--- src/design/timer_a_pkg.sv ---
// Constants, register map and field layouts of the timer A counter channel.
// Assumes a 32-bit classic Wishbone slave port with byte addresses.
package timer_a_pkg;

    ////////////////////////////////////////////////////////////////////////////////
    // Register byte offsets
    localparam logic [7:0] ADDR_COUNTER = 8'h00;  // counter_reload_reg
    localparam logic [7:0] ADDR_RUN = 8'h04;      // count_run_reg
    localparam logic [7:0] ADDR_MODE = 8'h08;     // channel_mode_reg
    localparam logic [7:0] ADDR_PRESCALE = 8'h0C; // prescale_reg
    localparam logic [7:0] ADDR_TRIGOPT = 8'h10;  // trigger_option_reg
    localparam logic [7:0] ADDR_ZCTRL = 8'h14;    // zphase_irq_ctrl_reg
    localparam logic [7:0] ADDR_STATUS = 8'h18;   // live channel state

    ////////////////////////////////////////////////////////////////////////////////
    // Field positions of the single-bit registers and the top bit of the prescale field
    localparam int RUN_BIT_POS = 0;       // count_run_bit
    localparam int ZEN_BIT_POS = 0;       // zphase_enable_bit
    localparam int ZPOL_BIT_POS = 0;      // edge_polarity_bit, 1 = rising edge
    localparam int PRESCALE_MSB = 3;      // prescale_field_msb

    ////////////////////////////////////////////////////////////////////////////////
    // Encodings
    localparam logic [1:0] MODE_TIMER = 2'h0;
    localparam logic [1:0] MODE_EVENT = 2'h1;
    localparam logic [1:0] MODE_ONESHOT = 2'h2;
    localparam logic [1:0] MODE_PWM = 2'h3;
    localparam logic [1:0] SRC_UNDIV = 2'h0;      // undivided_clock
    localparam logic [1:0] SRC_DIV8 = 2'h1;       // div8_clock
    localparam logic [1:0] SRC_PRESCALED = 2'h2;  // prescaled_clock
    localparam logic [1:0] SRC_LOWSPEED = 2'h3;   // low_speed_clock
    localparam logic [1:0] EVT_PIN = 2'h0;
    localparam logic [1:0] EVT_TB2 = 2'h1;
    localparam logic [1:0] EVT_PREV = 2'h2;
    localparam logic [1:0] EVT_NEXT = 2'h3;

    ////////////////////////////////////////////////////////////////////////////////
    // Reset values and counts
    localparam logic [15:0] COUNTER_RST = 16'h0000;
    localparam logic [15:0] MODE_RST = 16'h0000;
    localparam logic [3:0] PRESCALE_RST = 4'h0;
    localparam logic [15:0] COUNT_MAX = 16'hFFFF;
    localparam logic [2:0] DIV8_LAST = 3'h7;

    // Layout of channel_mode_reg, bit 15 down to bit 0
    typedef struct packed {
        logic rsvd;
        logic [1:0] evt_sel;
        logic mul4;
        logic two_phase;
        logic free_run;
        logic dir_up;
        logic dir_from_pin;
        logic edge_rise;
        logic pulse_en;
        logic gate_level;
        logic gate_en;
        logic [1:0] src_sel;
        logic [1:0] mode;
    } mode_cfg_t;

    // Layout of the status register, low bits
    typedef struct packed {
        logic last_up;
        logic z_pending;
        logic out_level;
        logic running;
    } status_t;

endpackage

--- src/design/timer_a_channel.sv ---
// One 16-bit timer A channel: interval timer and event counter modes,
// two-phase decode and Z-phase counter reset, behind a Wishbone slave.
// Assumes neighbour overflow inputs come from logic on REF_CLK_IN; pins are
// asynchronous and pass two flip-flops before use.
//
// The Wishbone interface to the registers and the placing of the registers were decided locally.
`timescale 1ns/1ps

module timer_a_channel #(
    parameter int CHANNEL = 3
) (
    // Clock and reset
    input wire logic REF_CLK_IN,
    input wire logic SRST_IN,
    // Wishbone slave
    input wire logic WB_CYC_IN,
    input wire logic WB_STB_IN,
    input wire logic WB_WE_IN,
    input wire logic [7:0] WB_ADR_IN,
    input wire logic [3:0] WB_SEL_IN,
    input wire logic [31:0] WB_DAT_IN,
    output logic [31:0] WB_DAT_OUT,
    output logic WB_ACK_OUT,
    // Pins
    input wire logic CHAN_IN_PIN_IN,
    input wire logic CHAN_OUT_PIN_IN,
    output logic CHAN_OUT_PIN_OUT,
    output logic CHAN_OUT_PIN_OE_N_OUT,
    input wire logic ZPHASE_IRQ_PIN_N_IN,
    input wire logic LOW_SPEED_CLK_IN,
    // Neighbour timers, same clock
    input wire logic TB2_OVF_IN,
    input wire logic PREV_OVF_IN,
    input wire logic NEXT_OVF_IN,
    // Events out
    output logic OVF_OUT,
    output logic TIMER_IRQ_OUT
);

    localparam bit HAS_NORMAL = (CHANNEL == 2) || (CHANNEL == 3);
    localparam bit HAS_MUL4 = (CHANNEL == 3) || (CHANNEL == 4);

    // Byte-lane merge for register writes
    function automatic logic [31:0] lane_merge(input logic [31:0] old_val,
                                               input logic [31:0] new_val,
                                               input logic [3:0] sel);
        logic [31:0] res;
        res = old_val;
        for (int i = 0; i < 4; i++) begin
            if (sel[i]) begin
                res[8*i +: 8] = new_val[8*i +: 8];
            end
        end
        return res;
    endfunction

    ////////////////////////////////////////////////////////////////////////////////
    // Register state
    logic [15:0] counter;
    logic [15:0] reload;
    logic run;
    timer_a_pkg::mode_cfg_t cfg;
    logic [3:0] prescale;
    logic zphase_en;
    logic zphase_pol;
    logic out_level;
    logic z_pending;
    logic last_up;
    logic irq_second;
    logic ack;
    logic [31:0] rdata;

    ////////////////////////////////////////////////////////////////////////////////
    // Bus decode
    wire bus_hit = WB_CYC_IN & WB_STB_IN;
    wire wr_fire = bus_hit & WB_WE_IN & ack;
    wire wr_counter = wr_fire & (WB_ADR_IN == timer_a_pkg::ADDR_COUNTER);
    wire wr_run = wr_fire & (WB_ADR_IN == timer_a_pkg::ADDR_RUN);
    wire wr_mode = wr_fire & (WB_ADR_IN == timer_a_pkg::ADDR_MODE);
    wire wr_presc = wr_fire & (WB_ADR_IN == timer_a_pkg::ADDR_PRESCALE);
    wire wr_trig = wr_fire & (WB_ADR_IN == timer_a_pkg::ADDR_TRIGOPT);
    wire wr_zctrl = wr_fire & (WB_ADR_IN == timer_a_pkg::ADDR_ZCTRL);
    wire [31:0] merged_cnt = lane_merge({16'h0000, reload}, WB_DAT_IN, WB_SEL_IN);
    wire [31:0] merged_mode = lane_merge({16'h0000, cfg}, WB_DAT_IN, WB_SEL_IN);
    timer_a_pkg::status_t status;
    assign status = '{last_up: last_up, z_pending: z_pending, out_level: out_level,
                      running: run};

    // Read mux; unmapped addresses read as zero and are still acknowledged
    logic [31:0] read_mux;
    always_comb begin
        case (WB_ADR_IN)
            timer_a_pkg::ADDR_COUNTER: read_mux = {16'h0000, counter};
            timer_a_pkg::ADDR_RUN: read_mux = {31'h00000000, run};
            timer_a_pkg::ADDR_MODE: read_mux = {16'h0000, cfg};
            timer_a_pkg::ADDR_PRESCALE: read_mux = {28'h0000000, prescale};
            timer_a_pkg::ADDR_TRIGOPT: read_mux = {31'h00000000, zphase_en};
            timer_a_pkg::ADDR_ZCTRL: read_mux = {31'h00000000, zphase_pol};
            timer_a_pkg::ADDR_STATUS: read_mux = {28'h0000000, status};
            default: read_mux = 32'h00000000;
        endcase
    end

    // Ack one cycle after the request; writes land at the acknowledged edge
    always_ff @(posedge REF_CLK_IN) begin
        if (SRST_IN) begin
            ack <= 1'b0;
            rdata <= 32'h00000000;
        end else begin
            ack <= bus_hit & ~ack;
            rdata <= read_mux;
        end
    end
    assign WB_ACK_OUT = ack;
    assign WB_DAT_OUT = rdata;

    // Control registers
    always_ff @(posedge REF_CLK_IN) begin
        if (SRST_IN) begin
            run <= 1'b0;
            cfg <= timer_a_pkg::MODE_RST;
            prescale <= timer_a_pkg::PRESCALE_RST;
            zphase_en <= 1'b0;
            zphase_pol <= 1'b0;
        end else begin
            if (wr_run && WB_SEL_IN[0]) begin
                run <= WB_DAT_IN[timer_a_pkg::RUN_BIT_POS];
            end
            if (wr_mode) begin
                cfg <= merged_mode[15:0];
            end
            if (wr_presc && WB_SEL_IN[0]) begin
                prescale <= WB_DAT_IN[timer_a_pkg::PRESCALE_MSB:0];
            end
            if (wr_trig && WB_SEL_IN[0]) begin
                zphase_en <= WB_DAT_IN[timer_a_pkg::ZEN_BIT_POS];
            end
            if (wr_zctrl && WB_SEL_IN[0]) begin
                zphase_pol <= WB_DAT_IN[timer_a_pkg::ZPOL_BIT_POS];
            end
        end
    end

    ////////////////////////////////////////////////////////////////////////////////
    // Pin synchronisers: bit 0 input pin, 1 output pin as input, 2 Z-phase, 3 low-speed
    logic [3:0] sync1;
    logic [3:0] sync2;
    logic [3:0] sync3;
    always_ff @(posedge REF_CLK_IN) begin
        if (SRST_IN) begin
            sync1 <= 4'h4; // Z pin idles high, so no false edge after reset
            sync2 <= 4'h4;
            sync3 <= 4'h4;
        end else begin
            sync1 <= {LOW_SPEED_CLK_IN, ZPHASE_IRQ_PIN_N_IN, CHAN_OUT_PIN_IN, CHAN_IN_PIN_IN};
            sync2 <= sync1;
            sync3 <= sync2;
        end
    end
    wire [3:0] rise = sync2 & ~sync3;
    wire [3:0] fall = ~sync2 & sync3;
    wire pha = sync2[0];
    wire phb = sync2[1];

    ////////////////////////////////////////////////////////////////////////////////
    // Count source dividers; they run free so the first tick may come early
    logic [2:0] div8_cnt;
    logic [4:0] presc_cnt;
    wire [4:0] presc_last = {prescale, 1'b0} - 5'h01;
    wire presc_tick = (prescale == 4'h0) | (presc_cnt >= presc_last);
    wire div8_tick = (div8_cnt == timer_a_pkg::DIV8_LAST);
    always_ff @(posedge REF_CLK_IN) begin
        if (SRST_IN) begin
            div8_cnt <= 3'h0;
            presc_cnt <= 5'h00;
        end else begin
            div8_cnt <= div8_cnt + 3'h1;
            presc_cnt <= presc_tick ? 5'h00 : presc_cnt + 5'h01;
        end
    end

    // Interval timer source select
    logic timer_tick;
    always_comb begin
        case (cfg.src_sel)
            timer_a_pkg::SRC_UNDIV: timer_tick = 1'b1;
            timer_a_pkg::SRC_DIV8: timer_tick = div8_tick;
            timer_a_pkg::SRC_PRESCALED: timer_tick = presc_tick;
            default: timer_tick = rise[3];
        endcase
    end

    // Event source select, previous and next channel wrap by system wiring
    logic evt_tick;
    always_comb begin
        case (cfg.evt_sel)
            timer_a_pkg::EVT_PIN: evt_tick = cfg.edge_rise ? rise[0] : fall[0];
            timer_a_pkg::EVT_TB2: evt_tick = TB2_OVF_IN;
            timer_a_pkg::EVT_PREV: evt_tick = PREV_OVF_IN;
            default: evt_tick = NEXT_OVF_IN;
        endcase
    end

    ////////////////////////////////////////////////////////////////////////////////
    // Two-phase decode; method fixed by channel where only one is offered
    wire is_timer = (cfg.mode == timer_a_pkg::MODE_TIMER);
    wire is_event = (cfg.mode == timer_a_pkg::MODE_EVENT);
    wire two_ph = is_event & cfg.two_phase & (HAS_NORMAL | HAS_MUL4);
    wire mul4 = (CHANNEL == 4) ? 1'b1 : ((CHANNEL == 3) ? cfg.mul4 : 1'b0);
    wire norm_up = rise[0] & phb;
    wire norm_dn = fall[0] & phb;
    wire m4_up = (rise[0] & phb) | (fall[1] & ~pha) | (rise[1] & pha)
        | (fall[0] & ~phb);
    wire m4_dn = (rise[0] & ~phb) | (fall[0] & phb) | (fall[1] & pha)
        | (rise[1] & ~pha);
    wire quad_up = mul4 ? m4_up : norm_up;
    wire quad_dn = mul4 ? m4_dn : norm_dn;

    // Single-phase direction: pin low counts down, high counts up
    wire single_up = cfg.dir_from_pin ? phb : cfg.dir_up;
    wire gate_ok = ~cfg.gate_en | (pha == cfg.gate_level);

    // Counting steps; one-shot and PWM modes hold the counter
    wire step_dn = run & ((is_timer & timer_tick & gate_ok)
        | (is_event & ~two_ph & evt_tick & ~single_up)
        | (two_ph & quad_dn & ~quad_up));
    wire step_up = run & ((is_event & ~two_ph & evt_tick & single_up)
        | (two_ph & quad_up & ~quad_dn));
    wire at_zero = (counter == 16'h0000);
    wire at_max = (counter == timer_a_pkg::COUNT_MAX);
    wire ovf_evt = (step_dn & at_zero) | (step_up & at_max);

    ////////////////////////////////////////////////////////////////////////////////
    // Z-phase reset
    wire z_allowed = (CHANNEL == 3) & two_ph & cfg.free_run & mul4 & zphase_en;
    wire z_edge = zphase_pol ? rise[2] : fall[2];
    wire z_fire = z_pending & (step_up | step_dn);
    always_ff @(posedge REF_CLK_IN) begin
        if (SRST_IN) begin
            z_pending <= 1'b0;
        end else if (z_edge & z_allowed) begin
            z_pending <= 1'b1; // New pulse wins over the clear
        end else if (z_fire | ~z_allowed) begin
            z_pending <= 1'b0;
        end
    end

    // Counter next value
    logic [15:0] next_counter;
    always_comb begin
        next_counter = counter;
        if (wr_counter & ~run) begin
            next_counter = merged_cnt[15:0];
        end else if (z_fire) begin
            next_counter = 16'h0000;
        end else if (step_dn) begin
            if (at_zero) begin
                next_counter = (is_timer | ~cfg.free_run) ? reload
                    : timer_a_pkg::COUNT_MAX;
            end else begin
                next_counter = counter - 16'h0001;
            end
        end else if (step_up) begin
            if (at_max) begin
                next_counter = cfg.free_run ? 16'h0000 : reload;
            end else begin
                next_counter = counter + 16'h0001;
            end
        end
    end

    // Counter, reload and event outputs
    always_ff @(posedge REF_CLK_IN) begin
        if (SRST_IN) begin
            counter <= timer_a_pkg::COUNTER_RST;
            reload <= timer_a_pkg::COUNTER_RST;
            last_up <= 1'b0;
            irq_second <= 1'b0;
            OVF_OUT <= 1'b0;
            TIMER_IRQ_OUT <= 1'b0;
        end else begin
            counter <= next_counter;
            if (wr_counter) begin
                reload <= merged_cnt[15:0];
            end
            if (step_up | step_dn) begin
                last_up <= step_up;
            end
            irq_second <= ovf_evt & z_fire;
            OVF_OUT <= ovf_evt;
            TIMER_IRQ_OUT <= ovf_evt | z_fire | irq_second;
        end
    end

    ////////////////////////////////////////////////////////////////////////////////
    // Pulse output; the pin is released whenever it serves as an input
    wire pin_is_input = is_event & (cfg.dir_from_pin | two_ph);
    wire drive = cfg.pulse_en & (is_timer | is_event) & ~pin_is_input;
    always_ff @(posedge REF_CLK_IN) begin
        if (SRST_IN) begin
            out_level <= 1'b0;
        end else if (~run) begin
            out_level <= 1'b0;
        end else if (ovf_evt & drive) begin
            out_level <= ~out_level;
        end
    end
    assign CHAN_OUT_PIN_OUT = out_level & drive;
    assign CHAN_OUT_PIN_OE_N_OUT = ~drive;
endmodule

--- config.mk ---
export PLATFORM = sky130hd
export DESIGN_NAME = timer_a_channel
export DESIGN_NICKNAME = d
export VERILOG_FILES = /design/src/design/timer_a_pkg.sv /design/src/design/timer_a_channel.sv
export SDC_FILE = /design/constraint.sdc
export NUM_CORES = 1
export LEC_CHECK = 0
export BUFFER_PORTS_ARGS = -buffer_cell sky130_fd_sc_hd__buf_4
export CORE_UTILIZATION = 52
export CTS_CLUSTER_SIZE = 40
export DETAILED_ROUTE_END_ITERATION = 8
export PLACE_DENSITY = 0.77
export SYNTH_ARGS = -nofsm -noshare
export SYNTH_HDL_FRONTEND = slang
export SYNTH_SLANG_ARGS = --single-unit
--- constraint.sdc ---
create_clock -name REF_CLK_IN -period 2.41 [get_ports REF_CLK_IN]
set_clock_uncertainty 0.15 [all_clocks]
set_input_delay 0.1205 -clock REF_CLK_IN [delete_from_list [all_inputs] [get_ports REF_CLK_IN]]
set_output_delay 0.1205 -clock REF_CLK_IN [all_outputs]
set_load 0.05 [all_outputs]
=== Word level (Yosys, flattened, before mapping) ===
Cells that the tools add are included.

* $add $sub $neg: 5
* Order comparisons: 1
* Eq/ne operators: 14
* Muxes and demuxes: 20
* Bitwise gates (word level): 82
* Reductions and logical operators: 16

{| class="wikitable"
|+ Operator list
! operator !! count
|-
| $mux 16 || 8
|-
| $pmux 16 s7 || 1
|-
| $and 1x1->1 || 45
|-
| $eq 8x5->1 const B || 3
|-
| $or 1x1->1 || 19
|-
| $add 16x1->16 const B || 1
|-
| $eq 16x16->1 const B || 1
|-
| $eq 8x4->1 const B || 2
|-
| $logic_not 16->1 || 1
|-
| $mux 8 || 2
|-
| $sub 16x1->16 const B || 1
|-
| $not 1->1 || 14
|-
| $eq 8x3->1 const B || 1
|-
| $logic_not 8->1 || 1
|-
| $mux 1 || 7
|-
| $eq 2x1->1 const B || 3
|-
| $logic_not 2->1 || 3
|-
| $pmux 1 s3 || 2
|-
| $add 5x1->5 const B || 1
|-
| $ge 5x5->1 || 1
|-
| $sub 5x1->5 const B || 1
|-
| $and 4x4->4 || 1
|-
| $eq 2x2->1 const B || 2
|-
| $logic_and 1x1->1 || 4
|-
| 11 further kinds || 13
|}

* Flip-flop bits (word level): 114
* Bits of input ports: 56
* Output and inout bits: 37
* Logic and storage cells: 170

=== Logic depth before layout (Yosys ltp) ===
* Depth in word-level cells: 16
* Gate-level depth with buffers: 12
* Depth with buffers taken out: 10

=== Worst setup path after synthesis ===
No wires, ideal clock.

* Kind: flip-flop to flip-flop
* Start: register prescale[0]
* End: register counter[15]
* Library setup time: 122 ps
* Arrival time: 2363 ps
* Data required time: 2138 ps
* Path slack: -225 ps
* Cell stages (with the launch flop): 10
* Buffers on the path: 1
* Period minus slack after synthesis: 2635 ps
* Cells stage by stage: dfxtp_1 -> inv_1 -> ha_1 -> ha_1 -> o211ai_1 -> o221ai_1 -> o211ai_1 -> nand3_2 -> buf_2 -> a311o_1

* Word-level cells in the longest chain between the ends: 13
* Elaborated cells between the ends (all ways): 16
* Those cells by class: add/sub (1); order compare (1); mux (4); bitwise (8); reduce/logical (2)

{| class="wikitable"
|+ Ends and longest elaborated chain
! what !! line !! RTL
|-
| start: declaration || timer_a_channel.sv:63 || <nowiki>logic [3:0] prescale;</nowiki>
|-
| start signal: assignment || timer_a_channel.sv:122 || <nowiki>prescale <= timer_a_pkg::PRESCALE_RST;</nowiki>
|-
| start signal: assignment || timer_a_channel.sv:133 || <nowiki>prescale <= WB_DAT_IN[timer_a_pkg::PRESCALE_MSB:0];</nowiki>
|-
| $sub 5x1->5 || timer_a_channel.sv:169 || <nowiki>wire [4:0] presc_last = {prescale, 1'b0} - 5'h01;</nowiki>
|-
| $ge 5x5->1 || timer_a_channel.sv:170 || <nowiki>wire presc_tick = (prescale == 4'h0) | (presc_cnt >= presc_last);</nowiki>
|-
| $or 1x1->1 (*) || timer_a_channel.sv:170 ||
|-
| $pmux 1 s3 (*) || timer_a_channel.sv:185 || <nowiki>case (cfg.src_sel)</nowiki>
|-
| $and 1x1->1 (*) (2 in a row) || timer_a_channel.sv:224 || <nowiki>wire step_dn = run & ((is_timer & timer_tick & gate_ok)</nowiki>
|-
| $or 1x1->1 (*) || timer_a_channel.sv:225 || <nowiki>| (is_event & ~two_ph & evt_tick & ~single_up)</nowiki>
|-
| $or 1x1->1 (*) || timer_a_channel.sv:226 || <nowiki>| (two_ph & quad_dn & ~quad_up));</nowiki>
|-
| $and 1x1->1 (*) || timer_a_channel.sv:224 ||
|-
| $or 1x1->1 || timer_a_channel.sv:237 || <nowiki>wire z_fire = z_pending & (step_up | step_dn);</nowiki>
|-
| $and 1x1->1 || timer_a_channel.sv:237 ||
|-
| $mux 16 || timer_a_channel.sv:254 || <nowiki>end else if (z_fire) begin</nowiki>
|-
| $mux 16 || timer_a_channel.sv:252 || <nowiki>if (wr_counter & ~run) begin</nowiki>
|-
| end signal: assignment || timer_a_channel.sv:275 || <nowiki>counter <= timer_a_pkg::COUNTER_RST;</nowiki>
|-
| end signal: assignment || timer_a_channel.sv:282 || <nowiki>counter <= next_counter;</nowiki>
|-
| end: declaration || timer_a_channel.sv:59 || <nowiki>logic [15:0] counter;</nowiki>
|}

Every way passes the cells marked *; elsewhere a longest branch is shown, timed or not.
A chain may end at the register's enable or synchronous reset.

=== Final worst setup path ===
* Start: register prescale[0]
* End: register z_pending

* Word-level cells in the longest chain between the ends: 13
* Elaborated cells between the ends (all ways): 14
* Those cells by class: add/sub (1); order compare (1); mux (1); bitwise (9); reduce/logical (2)

{| class="wikitable"
|+ Ends and longest elaborated chain
! what !! line !! RTL
|-
| $sub 5x1->5 || timer_a_channel.sv:169 ||
|-
| $ge 5x5->1 || timer_a_channel.sv:170 ||
|-
| $or 1x1->1 (*) || timer_a_channel.sv:170 ||
|-
| $pmux 1 s3 (*) || timer_a_channel.sv:185 ||
|-
| $and 1x1->1 (*) (2 in a row) || timer_a_channel.sv:224 ||
|-
| $or 1x1->1 (*) || timer_a_channel.sv:225 ||
|-
| $or 1x1->1 (*) || timer_a_channel.sv:226 ||
|-
| $and 1x1->1 (*) || timer_a_channel.sv:224 ||
|-
| $or 1x1->1 (*) || timer_a_channel.sv:237 ||
|-
| $and 1x1->1 (*) || timer_a_channel.sv:237 ||
|-
| $or 1x1->1 (*) || timer_a_channel.sv:243 || <nowiki>end else if (z_fire | ~z_allowed) begin</nowiki>
|-
| $reduce_bool 2->1 (no source line) (*) || - ||
|-
| end signal: assignment || timer_a_channel.sv:240 || <nowiki>z_pending <= 1'b0;</nowiki>
|-
| end signal: assignment || timer_a_channel.sv:242 || <nowiki>z_pending <= 1'b1;</nowiki>
|-
| end signal: assignment || timer_a_channel.sv:244 || <nowiki>z_pending <= 1'b0;</nowiki>
|-
| end: declaration || timer_a_channel.sv:67 || <nowiki>logic z_pending;</nowiki>
|}

Marked as above.

==> impl_metrics.env <==
export IMPL_design_area_um2=7267
export IMPL_port_buffer_count=58
export IMPL_critPathRequiredTime_ns=2.52
export IMPL_post_place_ws_ns=-0.2487
export IMPL_rrSetupSlack_ns=-0.32
export IMPL_areaGrowthSynthToFinish_pct=27.82
export IMPL_max_slew_margin=0.5597
export IMPL_cp_arrival_ns=2.83
export IMPL_vias_per_cell=6.313
export IMPL_clock_sinks=98
export IMPL_gp_congestion=0.9483
export IMPL_fin_setup_tns_ns=-3.481
export IMPL_core_um2=10460
export IMPL_place_inst=867
export IMPL_yosys_warnings=0
export IMPL_chipHeight_um=106.6
export IMPL_antenna_found_initial=0
export IMPL_yosys_top_cells_count="nor2_1, dfxtp_1, mux2i_1"
export IMPL_grt_overflow=0
export IMPL_syn_area_um2=5685
export IMPL_cts_tree="built"
export IMPL_num_io_pins=93
export IMPL_seq_area_frac_synth=0.3451
export IMPL_drc=0
export IMPL_synth_top_area_cell="dfxtp_1"
export IMPL_min_path_type="in2reg"
export IMPL_async_flop_share=0
export IMPL_violations="setup timing"
export IMPL_powerDensity_nw_per_um2=414.3
export IMPL_ir_worst_vdd_v=0.0004647
export IMPL_row_count=37
export IMPL_final_hold_viol_count=0
export IMPL_startpoint_type="flop"
export IMPL_syn_area_per_cell_um2=8.435
export IMPL_ys_flop_type="dfxtp_1"
export IMPL_crit_type="reg2reg"
export IMPL_end_kind="flop"
export IMPL_clk_path_buf_depth=2
export IMPL_synth_edf_count=0
export IMPL_nFillCells=784
export IMPL_clock_latency_ns=0.39
export IMPL_crit_fanout=4
export IMPL_cts_root_buf="clkbuf_8"
export IMPL_synth_top_area_share=0.3451
export IMPL_yosys_top_cells_area="dfxtp_1, mux2i_1, nor2_1"
export IMPL_drt_iter0_markers=619
export IMPL_wire_per_inst_um=20.12
export IMPL_cts_clk_slew_worst_paths_ns=0.11
export IMPL_grt_max_degree=57
export IMPL_ys_seq_elements=98
export IMPL_worst_slack_ns=-0.3174
export IMPL_slew_viol_final=0
export IMPL_drt_pass1_iter_count=6
export IMPL_setup_viol=22
export IMPL_via_count=5783
export IMPL_timing_final_crit_share=1.132
export IMPL_multiInputGateArea_um2=3685
export IMPL_seq_area_um2=1964
export IMPL_die_w_um=106.6
export IMPL_min_period_ns=2.727
export IMPL_yosysMostFrequentCell="nor2_1"
export IMPL_wl_um=18430
export IMPL_status="finished with violations"
export IMPL_dp_hpwl_um=12110
export IMPL_h_tree_depth=3
export IMPL_leakagePower_nw=2.804
export IMPL_tightest_slew_ns=0.6605
export IMPL_grt_pass1_wl_um=27780
export IMPL_num_nets_final=842
export IMPL_max_freq_mhz=366.7
export IMPL_grt_pass1_vias=5720
export IMPL_antenna_cells=0
export IMPL_dieArea_um2=11360
export IMPL_initial_utilization=0.5434
export IMPL_grt_usage=0.3128
export IMPL_place_area_um2=6417
export IMPL_cap_violations=0
export IMPL_cts_made_buffers=9
export IMPL_syn_instance_count=674
export IMPL_whs_ns=0.05945
export IMPL_rsz0062_at_grt="yes"
export IMPL_layout_cells_non_filler=916
export IMPL_antenna_left=0
export IMPL_synth_distinct_cells=67
export IMPL_layout_drive_gt1_share=0.2590
through the flow:
stage | util | power, mW
floorplan | - | 1.825
global placement | 0.6134 | 1.882
detailed placement | 0.6134 | 1.888
CTS | 0.6718 | 3.003
global route | 0.6946 | 3.101
finish | 0.6946 | 3.011
placed cells by master (no fill, tap or decap), drive strengths merged, types with 5 or more instances in the layout:
| cell type | Yosys | final |
|---|---|---|
| buf | 35 | 119 |
| clkbuf | 33 | 12 |
| dlygate4sd3 | 0 | 23 |
| or2 | 8 | 8 |
| nand2 | 32 | 32 |
| inv | 13 | 14 |
| nor2 | 99 | 99 |
| a31oi | 24 | 24 |
| nand3 | 14 | 14 |
| and3 | 10 | 10 |
| a21oi | 21 | 21 |
| xor2 | 13 | 13 |
| nor3b | 5 | 5 |
| mux2 | 5 | 5 |
| nand4 | 12 | 12 |
| nor3 | 25 | 25 |
| xnor2 | 13 | 13 |
| nand2b | 5 | 5 |
| ha | 11 | 11 |
| a221oi | 7 | 7 |
| o22ai | 9 | 9 |
| a22oi | 15 | 15 |
| nor4 | 5 | 5 |
| conb | 1 | 16 |
| mux2i | 62 | 62 |
| and4 | 5 | 5 |
| dfxtp | 98 | 98 |
| o21ai | 14 | 14 |
| nor2b | 17 | 17 |
| a211oi | 9 | 9 |
| or3 | 9 | 9 |
worst max-delay path, cell delays in order (launching register included):
cell and delay (ns):
dfxtp_2 0.37, inv_2 0.06, ha_4 0.17, xnor2_2 0.13, ha_1 0.29, o211ai_1 0.09, o221ai_2 0.17, o211ai_1 0.10
buf_4 0.18, buf_6 0.13, and3_4 0.19, buf_4 0.14, a221oi_2 0.34, nor3_1 0.09
layout make-up:
| cell class | instances | share of cell area |
|---|---|---|
| Clock inverter | 5 | 0.008437 |
| Timing Repair Buffer | 143 | 0.1646 |
| Clock buffer | 11 | 0.01946 |
| Inverter | 13 | 0.006715 |
| Multi-Input combinational cell | 510 | 0.5071 |
| Sequential cell | 98 | 0.2703 |
| Tap cell | 136 | 0.02342 |
final timing paths:
kind / startpoint / depth (start not counted) / end
min: WB_ADR_IN[3] / 5 / zphase_en$_SDFFE_PP0P_
max: prescale[0]$_SDFFE_PP0P_ / 13 / z_pending$_SDFFE_PP0P_
min reg2reg: sync1[2]$_SDFF_PP1_ / 1 / sync2[2]$_SDFF_PP1_
max reg2reg: prescale[0]$_SDFFE_PP0P_ / 13 / z_pending$_SDFFE_PP0P_
report_power, final:
part           total, mW  switching, mW  internal [mW]  leakage [nW]
Clock               1.12          0.610          0.513        0.0922
Combinational      0.249          0.152         0.0968          1.92
Sequential          1.64        0.00819           1.63         0.793
cell families after synthesis:
| group | count (synthesis) | synth area share |
|---|---|---|
| AOI/OAI and AO/OA | 123 | 0.1470 |
| other | 1 | 0.0006596 |
| DFF | 98 | 0.3451 |
| and+or+nand+nor | 267 | 0.2544 |
| xor gates and xnor gates | 26 | 0.04005 |
| adders and majority gates | 11 | 0.02421 |
| buffers and inverters | 81 | 0.06954 |
| muxes | 67 | 0.1191 |
per-layer routing:
| layer | routed length, um | global-route usage | up-vias |
|---|---|---|---|
| li1 | - | - | 2603 |
| met1 | 7016 | 0.3767 | 2729 |
| met2 | 8975 | 0.5212 | 359 |
| met3 | 1709 | 0.06376 | 92 |
| met4 | 732 | 0.1673 | 0 |
| met5 | 0 | 0 | - |
timing repair:
item                                   CTS  global route
endpoints found under the hold margin   44             0
buffers inserted                         5             4
hold buffers                            23             0
gates cloned                             0             1
setup endpoints to repair               22            23
gates resized for setup                 26            26
pin swaps                               15            12
Note: power is estimated with default switching activity, not from simulation.
